===== src/rtl/torque_off_defines.svh =====
// constants for the dual channel torque off interlock
`ifndef TORQUE_OFF_DEFINES_SVH
`define TORQUE_OFF_DEFINES_SVH
// ----------------------------------------------------------------------
// timing
// ----------------------------------------------------------------------
`define CLK_FREQ_HZ 20000000
`define PULSE_TOL_US 1000
// longest dropout ignored, rounded down to whole cycles
`define PULSE_TOL_CYC ((`CLK_FREQ_HZ / 1000000) * `PULSE_TOL_US)
// ----------------------------------------------------------------------
// indication selection setting codes
// ----------------------------------------------------------------------
`define SEL_FAULT_FAULT 2'h0
`define SEL_FAULT_WARN 2'h1
`define SEL_WARN_NONE 2'h2
`define SEL_NONE_NONE 2'h3
`endif


===== src/rtl/torque_off_pkg.sv =====
// types for the dual channel torque off interlock
package torque_off_pkg;
  typedef enum logic [2:0] {
    ST_OFF = 3'h1,
    ST_READY = 3'h2,
    ST_RUN = 3'h4
  } mode_t;
endpackage


===== src/rtl/torque_off_interlock.sv =====
// dual channel torque off interlock for a motor drive output stage
// Functional notes
// - a drop of either filtered input clears the gate enable at once.
// - the setting and the running state choose fault, warning or nothing.
// - the setting never changes the torque off action or the stop.
// - start is blocked until both inputs close and faults are reset.
// - loss of only one channel always raises a fault.
// - after a loss of both inputs, a reset is demanded only when the setting says so.
// - closing the inputs never starts; a fresh start edge is needed.
// - start while open and stopped raises a warning, motor stays off.
// - loss of channel one alone latches the channel one loss fault.
// - loss of channel two alone latches the channel two loss fault.
// - no braking output is ever driven when torque is removed.
// - dropouts of up to 1 ms on either input are ignored.
// - channels are compared and any disagreement trips a fault.
`timescale 1ns/100ps
`include "torque_off_defines.svh"
module torque_off_interlock #(
  parameter int TOL_CYC = `PULSE_TOL_CYC
) (
  // clock and reset
  input wire logic CLK,
  input wire logic RST_N,
  // torque off inputs, high when energised
  input wire logic FIRST_TORQUE_OFF_INPUT,
  input wire logic SECOND_TORQUE_OFF_INPUT,
  // control
  input wire logic START_CMD,
  input wire logic STOP_CMD,
  input wire logic FAULT_RESET,
  input wire logic [1:0] IND_SEL,
  // outputs
  output logic GATE_ENABLE,
  output logic BRAKE_OUT,
  output logic RUNNING,
  output logic TORQUE_OFF_ACTIVE,
  output logic CHANNEL_ONE_LOSS_FAULT,
  output logic CHANNEL_TWO_LOSS_FAULT,
  output logic TORQUE_OFF_FAULT,
  output logic TORQUE_OFF_WARNING,
  output logic START_BLOCKED_WARNING
);
  // ----------------------------------------------------------------------
  // state
  // ----------------------------------------------------------------------
  typedef struct packed {
    logic [1:0] s1;
    logic [1:0] s2;
    logic f1;
    logic f2;
    logic [22:0] c1;
    logic [22:0] c2;
    logic start_prev;
    torque_off_pkg::mode_t mode;
    logic gate;
    logic ch1_fault;
    logic ch2_fault;
    logic sto_fault;
    logic sto_warn;
    logic blk_warn;
    logic need_reset;
    logic run;
    logic off;
  } state_t;

  state_t st_q;
  state_t st_d;
  logic both_ok;
  logic any_open;
  logic start_edge;
  logic any_fault;

  // ----------------------------------------------------------------------
  // next state
  // ----------------------------------------------------------------------
  // filter counts how long a raw level differs from the accepted one;
  // a change is accepted only after it outlasts the tolerance window
  always_comb begin
    st_d = st_q;
    st_d.s1 = {st_q.s1[0], FIRST_TORQUE_OFF_INPUT};
    st_d.s2 = {st_q.s2[0], SECOND_TORQUE_OFF_INPUT};
    // drop tolerance on channel one
    if (st_q.s1[1] == st_q.f1) begin
      st_d.c1 = '0;
    end else if (st_q.c1 >= 23'(TOL_CYC)) begin
      st_d.f1 = st_q.s1[1];
      st_d.c1 = '0;
    end else begin
      st_d.c1 = st_q.c1 + 23'h1;
    end
    // drop tolerance on channel two
    if (st_q.s2[1] == st_q.f2) begin
      st_d.c2 = '0;
    end else if (st_q.c2 >= 23'(TOL_CYC)) begin
      st_d.f2 = st_q.s2[1];
      st_d.c2 = '0;
    end else begin
      st_d.c2 = st_q.c2 + 23'h1;
    end
    st_d.start_prev = START_CMD;
    // fault reset, hardware set below wins over it
    if (FAULT_RESET) begin
      st_d.ch1_fault = 1'b0;
      st_d.ch2_fault = 1'b0;
      st_d.sto_fault = 1'b0;
      st_d.sto_warn = 1'b0;
      st_d.need_reset = 1'b0;
    end
    if (both_ok) begin
      st_d.blk_warn = 1'b0;
    end
    // channel disagreement always trips, whatever the setting
    if (st_q.f1 != st_q.f2) begin
      st_d.sto_fault = 1'b1;
      st_d.need_reset = 1'b1;
      // build on the cleared copy so a same-cycle reset still clears
      // the channel that is not failing now
      st_d.ch1_fault = st_d.ch1_fault | ~st_q.f1;
      st_d.ch2_fault = st_d.ch2_fault | ~st_q.f2;
    end else if (any_open && st_q.mode != torque_off_pkg::ST_OFF) begin
      // both channels dropped: indication picked by setting and state
      case (IND_SEL)
        `SEL_FAULT_FAULT: begin
          st_d.sto_fault = 1'b1;
          st_d.need_reset = 1'b1;
        end
        `SEL_FAULT_WARN: begin
          if (st_q.mode == torque_off_pkg::ST_RUN) begin
            st_d.sto_fault = 1'b1;
            st_d.need_reset = 1'b1;
          end else begin
            st_d.sto_warn = 1'b1;
          end
        end
        `SEL_WARN_NONE: begin
          // only ever set, so an older latched warning is kept
          if (st_q.mode == torque_off_pkg::ST_RUN) begin
            st_d.sto_warn = 1'b1;
          end
        end
        default: begin
        end
      endcase
    end
    // start attempt while open and stopped
    if (start_edge && any_open && st_q.mode != torque_off_pkg::ST_RUN) begin
      st_d.blk_warn = 1'b1;
    end
    // mode sequence; the setting plays no part here
    case (st_q.mode)
      torque_off_pkg::ST_OFF: begin
        if (both_ok) begin
          st_d.mode = torque_off_pkg::ST_READY;
        end
      end
      torque_off_pkg::ST_READY: begin
        if (any_open) begin
          st_d.mode = torque_off_pkg::ST_OFF;
        end else if (start_edge && !any_fault && !STOP_CMD) begin
          st_d.mode = torque_off_pkg::ST_RUN;
        end
      end
      torque_off_pkg::ST_RUN: begin
        if (any_open) begin
          st_d.mode = torque_off_pkg::ST_OFF;
        end else if (STOP_CMD) begin
          st_d.mode = torque_off_pkg::ST_READY;
        end
      end
      default: begin
        st_d.mode = torque_off_pkg::ST_OFF;
      end
    endcase
    // gate enable follows the next mode, so a drop clears it in one edge
    st_d.gate = (st_d.mode == torque_off_pkg::ST_RUN) && !any_open;
    // mode flags kept in flip-flops so the outputs need no decode
    st_d.run = st_d.mode == torque_off_pkg::ST_RUN;
    st_d.off = st_d.mode == torque_off_pkg::ST_OFF;
  end

  // ----------------------------------------------------------------------
  // decode
  // ----------------------------------------------------------------------
  // start is edge sensitive so a held level cannot restart the motor
  assign both_ok = st_q.f1 & st_q.f2;
  assign any_open = ~st_q.f1 | ~st_q.f2;
  assign start_edge = START_CMD & ~st_q.start_prev;
  assign any_fault = st_q.need_reset | st_q.ch1_fault | st_q.ch2_fault;

  // ----------------------------------------------------------------------
  // registers
  // ----------------------------------------------------------------------
  // reset leaves the filters at open so torque stays off until sampled
  always_ff @(posedge CLK) begin
    if (!RST_N) begin
      st_q <= '{s1: 2'h0, s2: 2'h0, f1: 1'b0, f2: 1'b0, c1: 23'h0,
                c2: 23'h0, start_prev: 1'b1, mode: torque_off_pkg::ST_OFF,
                gate: 1'b0, ch1_fault: 1'b0, ch2_fault: 1'b0,
                sto_fault: 1'b0, sto_warn: 1'b0, blk_warn: 1'b0,
                need_reset: 1'b0, run: 1'b0, off: 1'b1};
    end else begin
      st_q <= st_d;
    end
  end

  // outputs straight from flip-flops; no brake path exists at all
  assign GATE_ENABLE = st_q.gate;
  assign BRAKE_OUT = 1'b0;
  assign RUNNING = st_q.run;
  assign TORQUE_OFF_ACTIVE = st_q.off;
  assign CHANNEL_ONE_LOSS_FAULT = st_q.ch1_fault;
  assign CHANNEL_TWO_LOSS_FAULT = st_q.ch2_fault;
  assign TORQUE_OFF_FAULT = st_q.sto_fault;
  assign TORQUE_OFF_WARNING = st_q.sto_warn;
  assign START_BLOCKED_WARNING = st_q.blk_warn;

  // ----------------------------------------------------------------------
  // checks
  // ----------------------------------------------------------------------
  gate_drop_a: assert property (@(posedge CLK) disable iff (!RST_N)
    any_open |=> !GATE_ENABLE) else $error("gate on while open");
  no_brake_a: assert property (@(posedge CLK) disable iff (!RST_N)
    !BRAKE_OUT) else $error("brake driven");
  start_open_a: assert property (@(posedge CLK) disable iff (!RST_N)
    !both_ok && !GATE_ENABLE |=> !GATE_ENABLE)
    else $error("start while open");
  fault_block_a: assert property (@(posedge CLK) disable iff (!RST_N)
    any_fault && !GATE_ENABLE |=> !GATE_ENABLE)
    else $error("start with fault latched");
  fresh_start_a: assert property (@(posedge CLK) disable iff (!RST_N)
    $rose(GATE_ENABLE) |-> $past(start_edge))
    else $error("start without edge");
  single_loss_a: assert property (@(posedge CLK) disable iff (!RST_N)
    st_q.f1 != st_q.f2 |=> TORQUE_OFF_FAULT)
    else $error("single loss no fault");
  ch_one_a: assert property (@(posedge CLK) disable iff (!RST_N)
    !st_q.f1 && st_q.f2 |=> CHANNEL_ONE_LOSS_FAULT)
    else $error("channel one fault missing");
  ch_two_a: assert property (@(posedge CLK) disable iff (!RST_N)
    st_q.f1 && !st_q.f2 |=> CHANNEL_TWO_LOSS_FAULT)
    else $error("channel two fault missing");
  blocked_warn_a: assert property (@(posedge CLK) disable iff (!RST_N)
    start_edge && any_open && !RUNNING |=> START_BLOCKED_WARNING)
    else $error("no blocked start warning");
  run_stop_a: assert property (@(posedge CLK) disable iff (!RST_N)
    RUNNING && any_open |=> !RUNNING)
    else $error("run kept while open");
  short_drop_a: assert property (@(posedge CLK) disable iff (!RST_N)
    st_q.f1 && !st_q.s1[1] && st_q.c1 == 23'h0 |=> st_q.f1)
    else $error("short drop accepted");
  filter_init_a: assert property (@(posedge CLK)
    !RST_N |=> !GATE_ENABLE && TORQUE_OFF_ACTIVE)
    else $error("reset state wrong");
endmodule


===== config.mk =====
export PLATFORM = sky130hd
export DESIGN_NAME = torque_off_interlock
export DESIGN_NICKNAME = d
export VERILOG_FILES = /design/src/rtl/torque_off_pkg.sv /design/src/rtl/torque_off_interlock.sv
export VERILOG_INCLUDE_DIRS = /design/src /design/src/rtl
export SDC_FILE = /design/constraint.sdc
export NUM_CORES = 1
export LEC_CHECK = 0
export ABC_AREA = 0
export BUFFER_PORTS_ARGS = -buffer_cell sky130_fd_sc_hd__buf_2
export CORE_MARGIN = 3
export CORE_UTILIZATION = 49
export CTS_CLUSTER_DIAMETER = 60
export DETAILED_ROUTE_END_ITERATION = 10
export PLACE_DENSITY = 0.7
export SYNTH_ARGS = -nofsm -noshare
export SYNTH_HDL_FRONTEND = slang
export SYNTH_SLANG_ARGS = --single-unit
export TNS_END_PERCENT = 50

===== constraint.sdc =====
create_clock -name CLK -period 1.51 [get_ports CLK]
set_input_delay 0.453 -clock CLK [delete_from_list [all_inputs] [get_ports CLK]]
set_output_delay 0.453 -clock CLK [all_outputs]
set_load 0.1 [all_outputs]

# Yosys cells after proc, flatten, opt, wreduce, memory -nomap -nowiden
# Index checks and enable logic that the tools add are counted.
# W data, S select, Z words.
[classes] n_eq_ne=12 mul=0 div_mod_pow=0 add_sub_neg=2 muxes=23 n_reduce_logical=15 shifts=0 n_lt_le_gt_ge=2 n_bitwise=13
[op_table] operator="$add A23 B1 Y23 const B" count=2
[op_table] operator="$ge A23 B15 Y1 const B" count=2
[op_table] operator="$mux W3" count=5
[op_table] operator="$mux W1" count=11
[op_table] operator="$pmux W3 S3" count=1
[op_table] operator="$eq A3 B1 Y1 const B" count=2
[op_table] operator="$eq A3 B3 Y1 const B" count=2
[op_table] operator="$logic_and A1 B1 Y1" count=6
[op_table] operator="$not A1 Y1" count=6
[op_table] operator="$pmux W1 S2" count=3
[op_table] operator="$reduce_or A3 Y1" count=2
[op_table] operator="$or A1 B1 Y1" count=5
[op_table] operator="$mux W2" count=2
[op_table] operator="$mux W4" count=1
[op_table] operator="$reduce_and A2 Y1" count=2
[op_table] operator="$eq A3 B2 Y1 const B" count=1
[op_table] operator="$logic_not A1 Y1" count=3
[op_table] operator="$ne A3 B1 Y1 const B" count=1
[op_table] operator="$ne A3 B3 Y1 const B" count=1
[op_table] operator="$and A1 B1 Y1" count=2
[op_table] operator="$eq A1 B1 Y1" count=2
[op_table] operator="$eq A2 B1 Y1 const B" count=1
[op_table] operator="$eq A2 B2 Y1 const B" count=1
[op_table] operator="$logic_not A2 Y1" count=1
[op_table] operator="2 further kinds" count=2
[word_totals] memories=0 ramBits=0 latchBits=0 input_bits=9 ff_bits=65 romBits=0

# Logic depth before layout (Yosys ltp)
[logic_depth] ltp_word=10 depth_mapped=6 mapped_depth_nobuf=5

# Least setup slack after synthesis
# No wires, ideal clock.
[synth_path] path_kind="register to register" startpoint="reg st_q, in the netlist CHANNEL_TWO_LOSS_FAULT" endpoint="reg st_q, in the netlist GATE_ENABLE" setup_time_ns=0.128 arrival_ns=1.585 synth_period_minus_slack_ns=1.712 path_buffers=0 stages_incl_launch_ff=5 setup_slack_ns=-0.202 path_cell_list="dfxtp_1 nor4_1 and3_1 mux2i_1 nor3_1"
[synth_via] elab_chain_cells=9
[synth_lines] element="from (decl)" line="torque_off_interlock.sv:66" source="state_t st_q;"
[synth_lines] element="from (signal assigned)" line="torque_off_interlock.sv:196" source="st_q <= '{s1: 2'h0, s2: 2'h0, f1: 1'b0, f2: 1'b0, c1: 23'h0,"
[synth_lines] element="from (signal assigned)" line="torque_off_interlock.sv:202" source="st_q <= st_d;"
[synth_lines] element="$or A1 B1 Y1" line="torque_off_interlock.sv:188" source="assign any_fault = st_q.need_reset | st_q.ch1_fault | st_q.ch2_fault;"
[synth_lines] element="$logic_not A1 Y1" line="torque_off_interlock.sv:159" source="end else if (start_edge && !any_fault && !STOP_CMD) begin"
[synth_lines] element="$logic_and A1 B1 Y1 (2 in series)" line="torque_off_interlock.sv:159"
[synth_lines] element="$mux W3" line="torque_off_interlock.sv:159"
[synth_lines] element="$mux W3" line="torque_off_interlock.sv:157" source="if (any_open) begin"
[synth_lines] element="$pmux W3 S3" line="torque_off_interlock.sv:150" source="case (st_q.mode)"
[synth_lines] element="$eq A3 B3 Y1" line="torque_off_interlock.sv:175" source="st_d.gate = (st_d.mode == torque_off_pkg::ST_RUN) && !any_open;"
[synth_lines] element="$logic_and A1 B1 Y1" line="torque_off_interlock.sv:175"
# No other way between the ends.
# A chain may end at the register's enable or synchronous reset.

# Final worst setup path
[layout_path] startpoint="reg st_q[42] in the netlist's numbering" endpoint="reg st_q[49] in the netlist's numbering"
[layout_via] elab_chain_cells=2 word_cells_on_any_way=3 classes_between="1 x add/sub; 1 x order compare; 1 x reduce/logical"
[layout_lines] element="$ge A23 B15 Y1" line="torque_off_interlock.sv:85" source="end else if (st_q.c1 >= 23'(TOL_CYC)) begin"
[layout_lines] element="$reduce_or A3 Y1 (no source line)"
# Parallel ways exist; a longest one is shown, timed or not.

==> run metrics <==
status complete, but fails checks; failing checks negative setup slack; FF+latch area between 1000 and 1500 sq um; Crit path arrival time 1.81 ns; setup slack after layout -0.02573 ns; placed cell area around 3000 sq um; LEAKAGE ~1.2 nW; drt total wl 4640 um; area leader, netlist dfxtp_1; #FFs+latches synth between 60 and 70; Vias/cell 4.910; Avg WL per Cell between 10 and 15 um; first-pass GRT wire length between 8000 and 9000 um; initial drt markers 57; Routed met1 length 2045 um; Synth Area in XOR/XNOR about a tenth; Worst VDD drop 0.9643 mV; # H-tree levels 3; switch share 23.24%; port buffer count 16; GRT overflow 0; Req. time, crit path between 1.5 and 2 ns; Critical Path Sink Type register; most common cell after layout, fill and taps aside dfxtp_1; Max Cap Viol 0; Max Transition Viols Final 0; most area-consuming cells after synthesis dfxtp_1 (52%), xnor2_1 (8.0%), nor2_1 (5.5%); footprint of the multi-input gates between 1000 and 1500 sq um; FMAX approximately 0.65 GHz; area grow syn2layout 29.67%; clock tree buffer depth 2; Layout Skew between 0.006 and 0.007 ns; IO Count 18; post-synth top area share roughly half; Min Clock Period, post-route ~1.5 ns; Internal Power roughly 2.6 mW; Final period util 101.7%; TritonCTS buffer count 9; TritonCTS clock tree yes; placer congestion estimate 0.7732; Reg power frac a little over half; Clock Pin Slew Worst Setup and Hold Paths about 0.070 ns; area of the die 6026 sq um; clock power share between 40 and 50%; Hold Fails Final Rpt 0; row count 25; share of cells above drive strength 1 a little under a quarter; Post-DP HPWL about 3200 um; Logic pwr share about 4.2%; sequential share of the synthesized area between 50 and 60%; RSZ-0062 raised after global routing true; complex-gate fraction of the synthesized area 5.674%; mux cell area share after synthesis less than 1%; fin util 67.23%; power per cell area a little over 1000 nW/um^2; Netlist cell types 35; Design Area, Final roughly 3300 sq um; cell count after synthesis 267; top routing layer in use met4; DRC Markers 0; most frequent cells in the layout dfxtp_1 (60), nor2_1 (30), buf_4 (27), xnor2_1 (23); main combinational cell family by area after synthesis simple AND/OR/NAND/NOR gates; Adder-Cell Fraction of Synth Area between 3 and 4%; routed length on met3 168 um; Worst-Skew Late Latency approximately 0.34 ns; drt first pass iters 4; post-route ant nets 0; Synth Area in Simple Gates between 20% and 30%; met2 routed WL around 2300 um; Synth Warn # 0; largest net degree at the start of global routing 16; Die Y 77.63 um; Core ar. ~4800 sq um; Post-CTS Hold Buffers 0; Initial Util around 52%; syn avg cell area approximately 9.4 sq um; Final Setup Violations 13; initial antenna violation count 0; CP Launch Type register; CP Max Fanout 15; Final nets about 340; WS Path Type register to register; # clock sinks between 60 and 70; synthesized cell area between 2000 and 3000 sq um; Fill cells between 300 and 400; P_sw roughly 0.78 mW; worst min path class input pin to register; ANT cells 0; via count about 2000; GR Util All Layers 17.01%; vias in the first global route 1835; die width 77.63 um; Clock Tree Root clkbuf_8
-- sequential cells by signal, indices dropped and copies added, names as in the netlist --
name and count:
TORQUE_OFF_ACTIVE 1, st_q 55, st_d 2, RUNNING 1
CHANNEL_ONE_LOSS_FAULT 1, TORQUE_OFF_FAULT 1, START_BLOCKED_WARNING 1, CHANNEL_TWO_LOSS_FAULT 1
GATE_ENABLE 1, TORQUE_OFF_WARNING 1
-- critical path: stages (launching register included) --
cell and delay, ns:
dfxtp_2 0.34, nor4_4 0.30, o2111ai_2 0.17, or3b_1 0.38
buf_6 0.17, nor2_1 0.11
-- worst paths after layout --
| check | from | endpoint | slack, ns | depth (start not counted) |
|---|---|---|---|---|
| setup / recovery | st_q[42]$_SDFF_PP0_ | st_q[49]$_SDFF_PP0_ | -0.03 | 5 |
| hold / removal | FIRST_TORQUE_OFF_INPUT | st_d[64]$_SDFF_PN0_ | 0.32 | 2 |
| setup reg to reg | st_q[42]$_SDFF_PP0_ | st_q[49]$_SDFF_PP0_ | -0.03 | 5 |
| hold reg to reg | st_d[64]$_SDFF_PN0_ | st_q[64]$_SDFF_PN0_ | 0.47 | 1 |
-- cells in the mapped netlist (all sizes together) --
master	n
conb	1
a21oi	3
nor3b	1
o21ai	8
o2111ai	3
nor2b	4
xor2	5
and4	1
buf	5
a31oi	1
o22ai	2
nor2	37
nor3	11
nand3	14
dfxtp	65
nand4	8
nand2	12
nor4	14
mux2i	1
a2bb2oi	1
or3b	3
inv	17
o211a	1
clkbuf	3
nand2b	4
o21a	2
and3	1
and2	7
ha	8
xnor2	23
o41ai	1
-- through the flow --
step                      setup slack [ns]  hold WS (ns)  std cells  setup TNS [ns]  total power [mW]
final                             -0.02573        0.3171        399         -0.1470             3.339
after CTS                         -0.01307        0.2977        399        -0.02645             3.382
after global routing               -0.1189        0.3106        399          -2.292             3.488
after floorplan                   0.007780        0.4119        283               0             1.894
after detailed placement          -0.06158        0.4216        382          -1.152             1.943
after global placement          -0.0002960        0.4144        382      -0.0003333             1.940
-- power groups by stage --
stage	Clock (mW)	Combinational, mW	Sequential [mW]
after CTS	1.47	0.139	1.77
after global placement	0	0.135	1.81
final	1.42	0.141	1.78
after floorplan	0	0.0563	1.84
after detailed placement	0	0.137	1.81
after global routing	1.55	0.155	1.78
-- layout make-up --
class / instances / area share, %
Clock inverter: 7 / 2.188
Sequential cell: 65 / 40.11
Clock buffer: 9 / 3.800
Tap cell: 67 / 2.572
Timing Repair Buffer: 41 / 10.59
Multi-Input combinational cell: 193 / 38.77
Inverter: 17 / 1.958
-- layer usage --
layer / up-vias / global-route usage, %
met1: 920 / 20.50
met5: - / 0
li1: 1002 / -
met3: 12 / 5.684
met4: 0 / 9.609
met2: 25 / 26.46
-- cells by family after synthesis --
family,Yosys count
other,1
XOR/XNOR,28
adder cells (fa/ha/maj),8
AND/OR/NAND/NOR,117
buffers and inverters,25
multiplexers,1
AO/OA/AOI/OAI,22
flip-flops,65
-- timing repair --
| item | in CTS | in global routing |
|---|---|---|
| pin swaps | 3 | 9 |
| endpoints found under the setup margin | 34 | 30 |
| setup buffers | 1 | 0 |
| gates resized for setup | 10 | 19 |
| gates cloned | 0 | 0 |
Power figures use the tool's default switching activity.
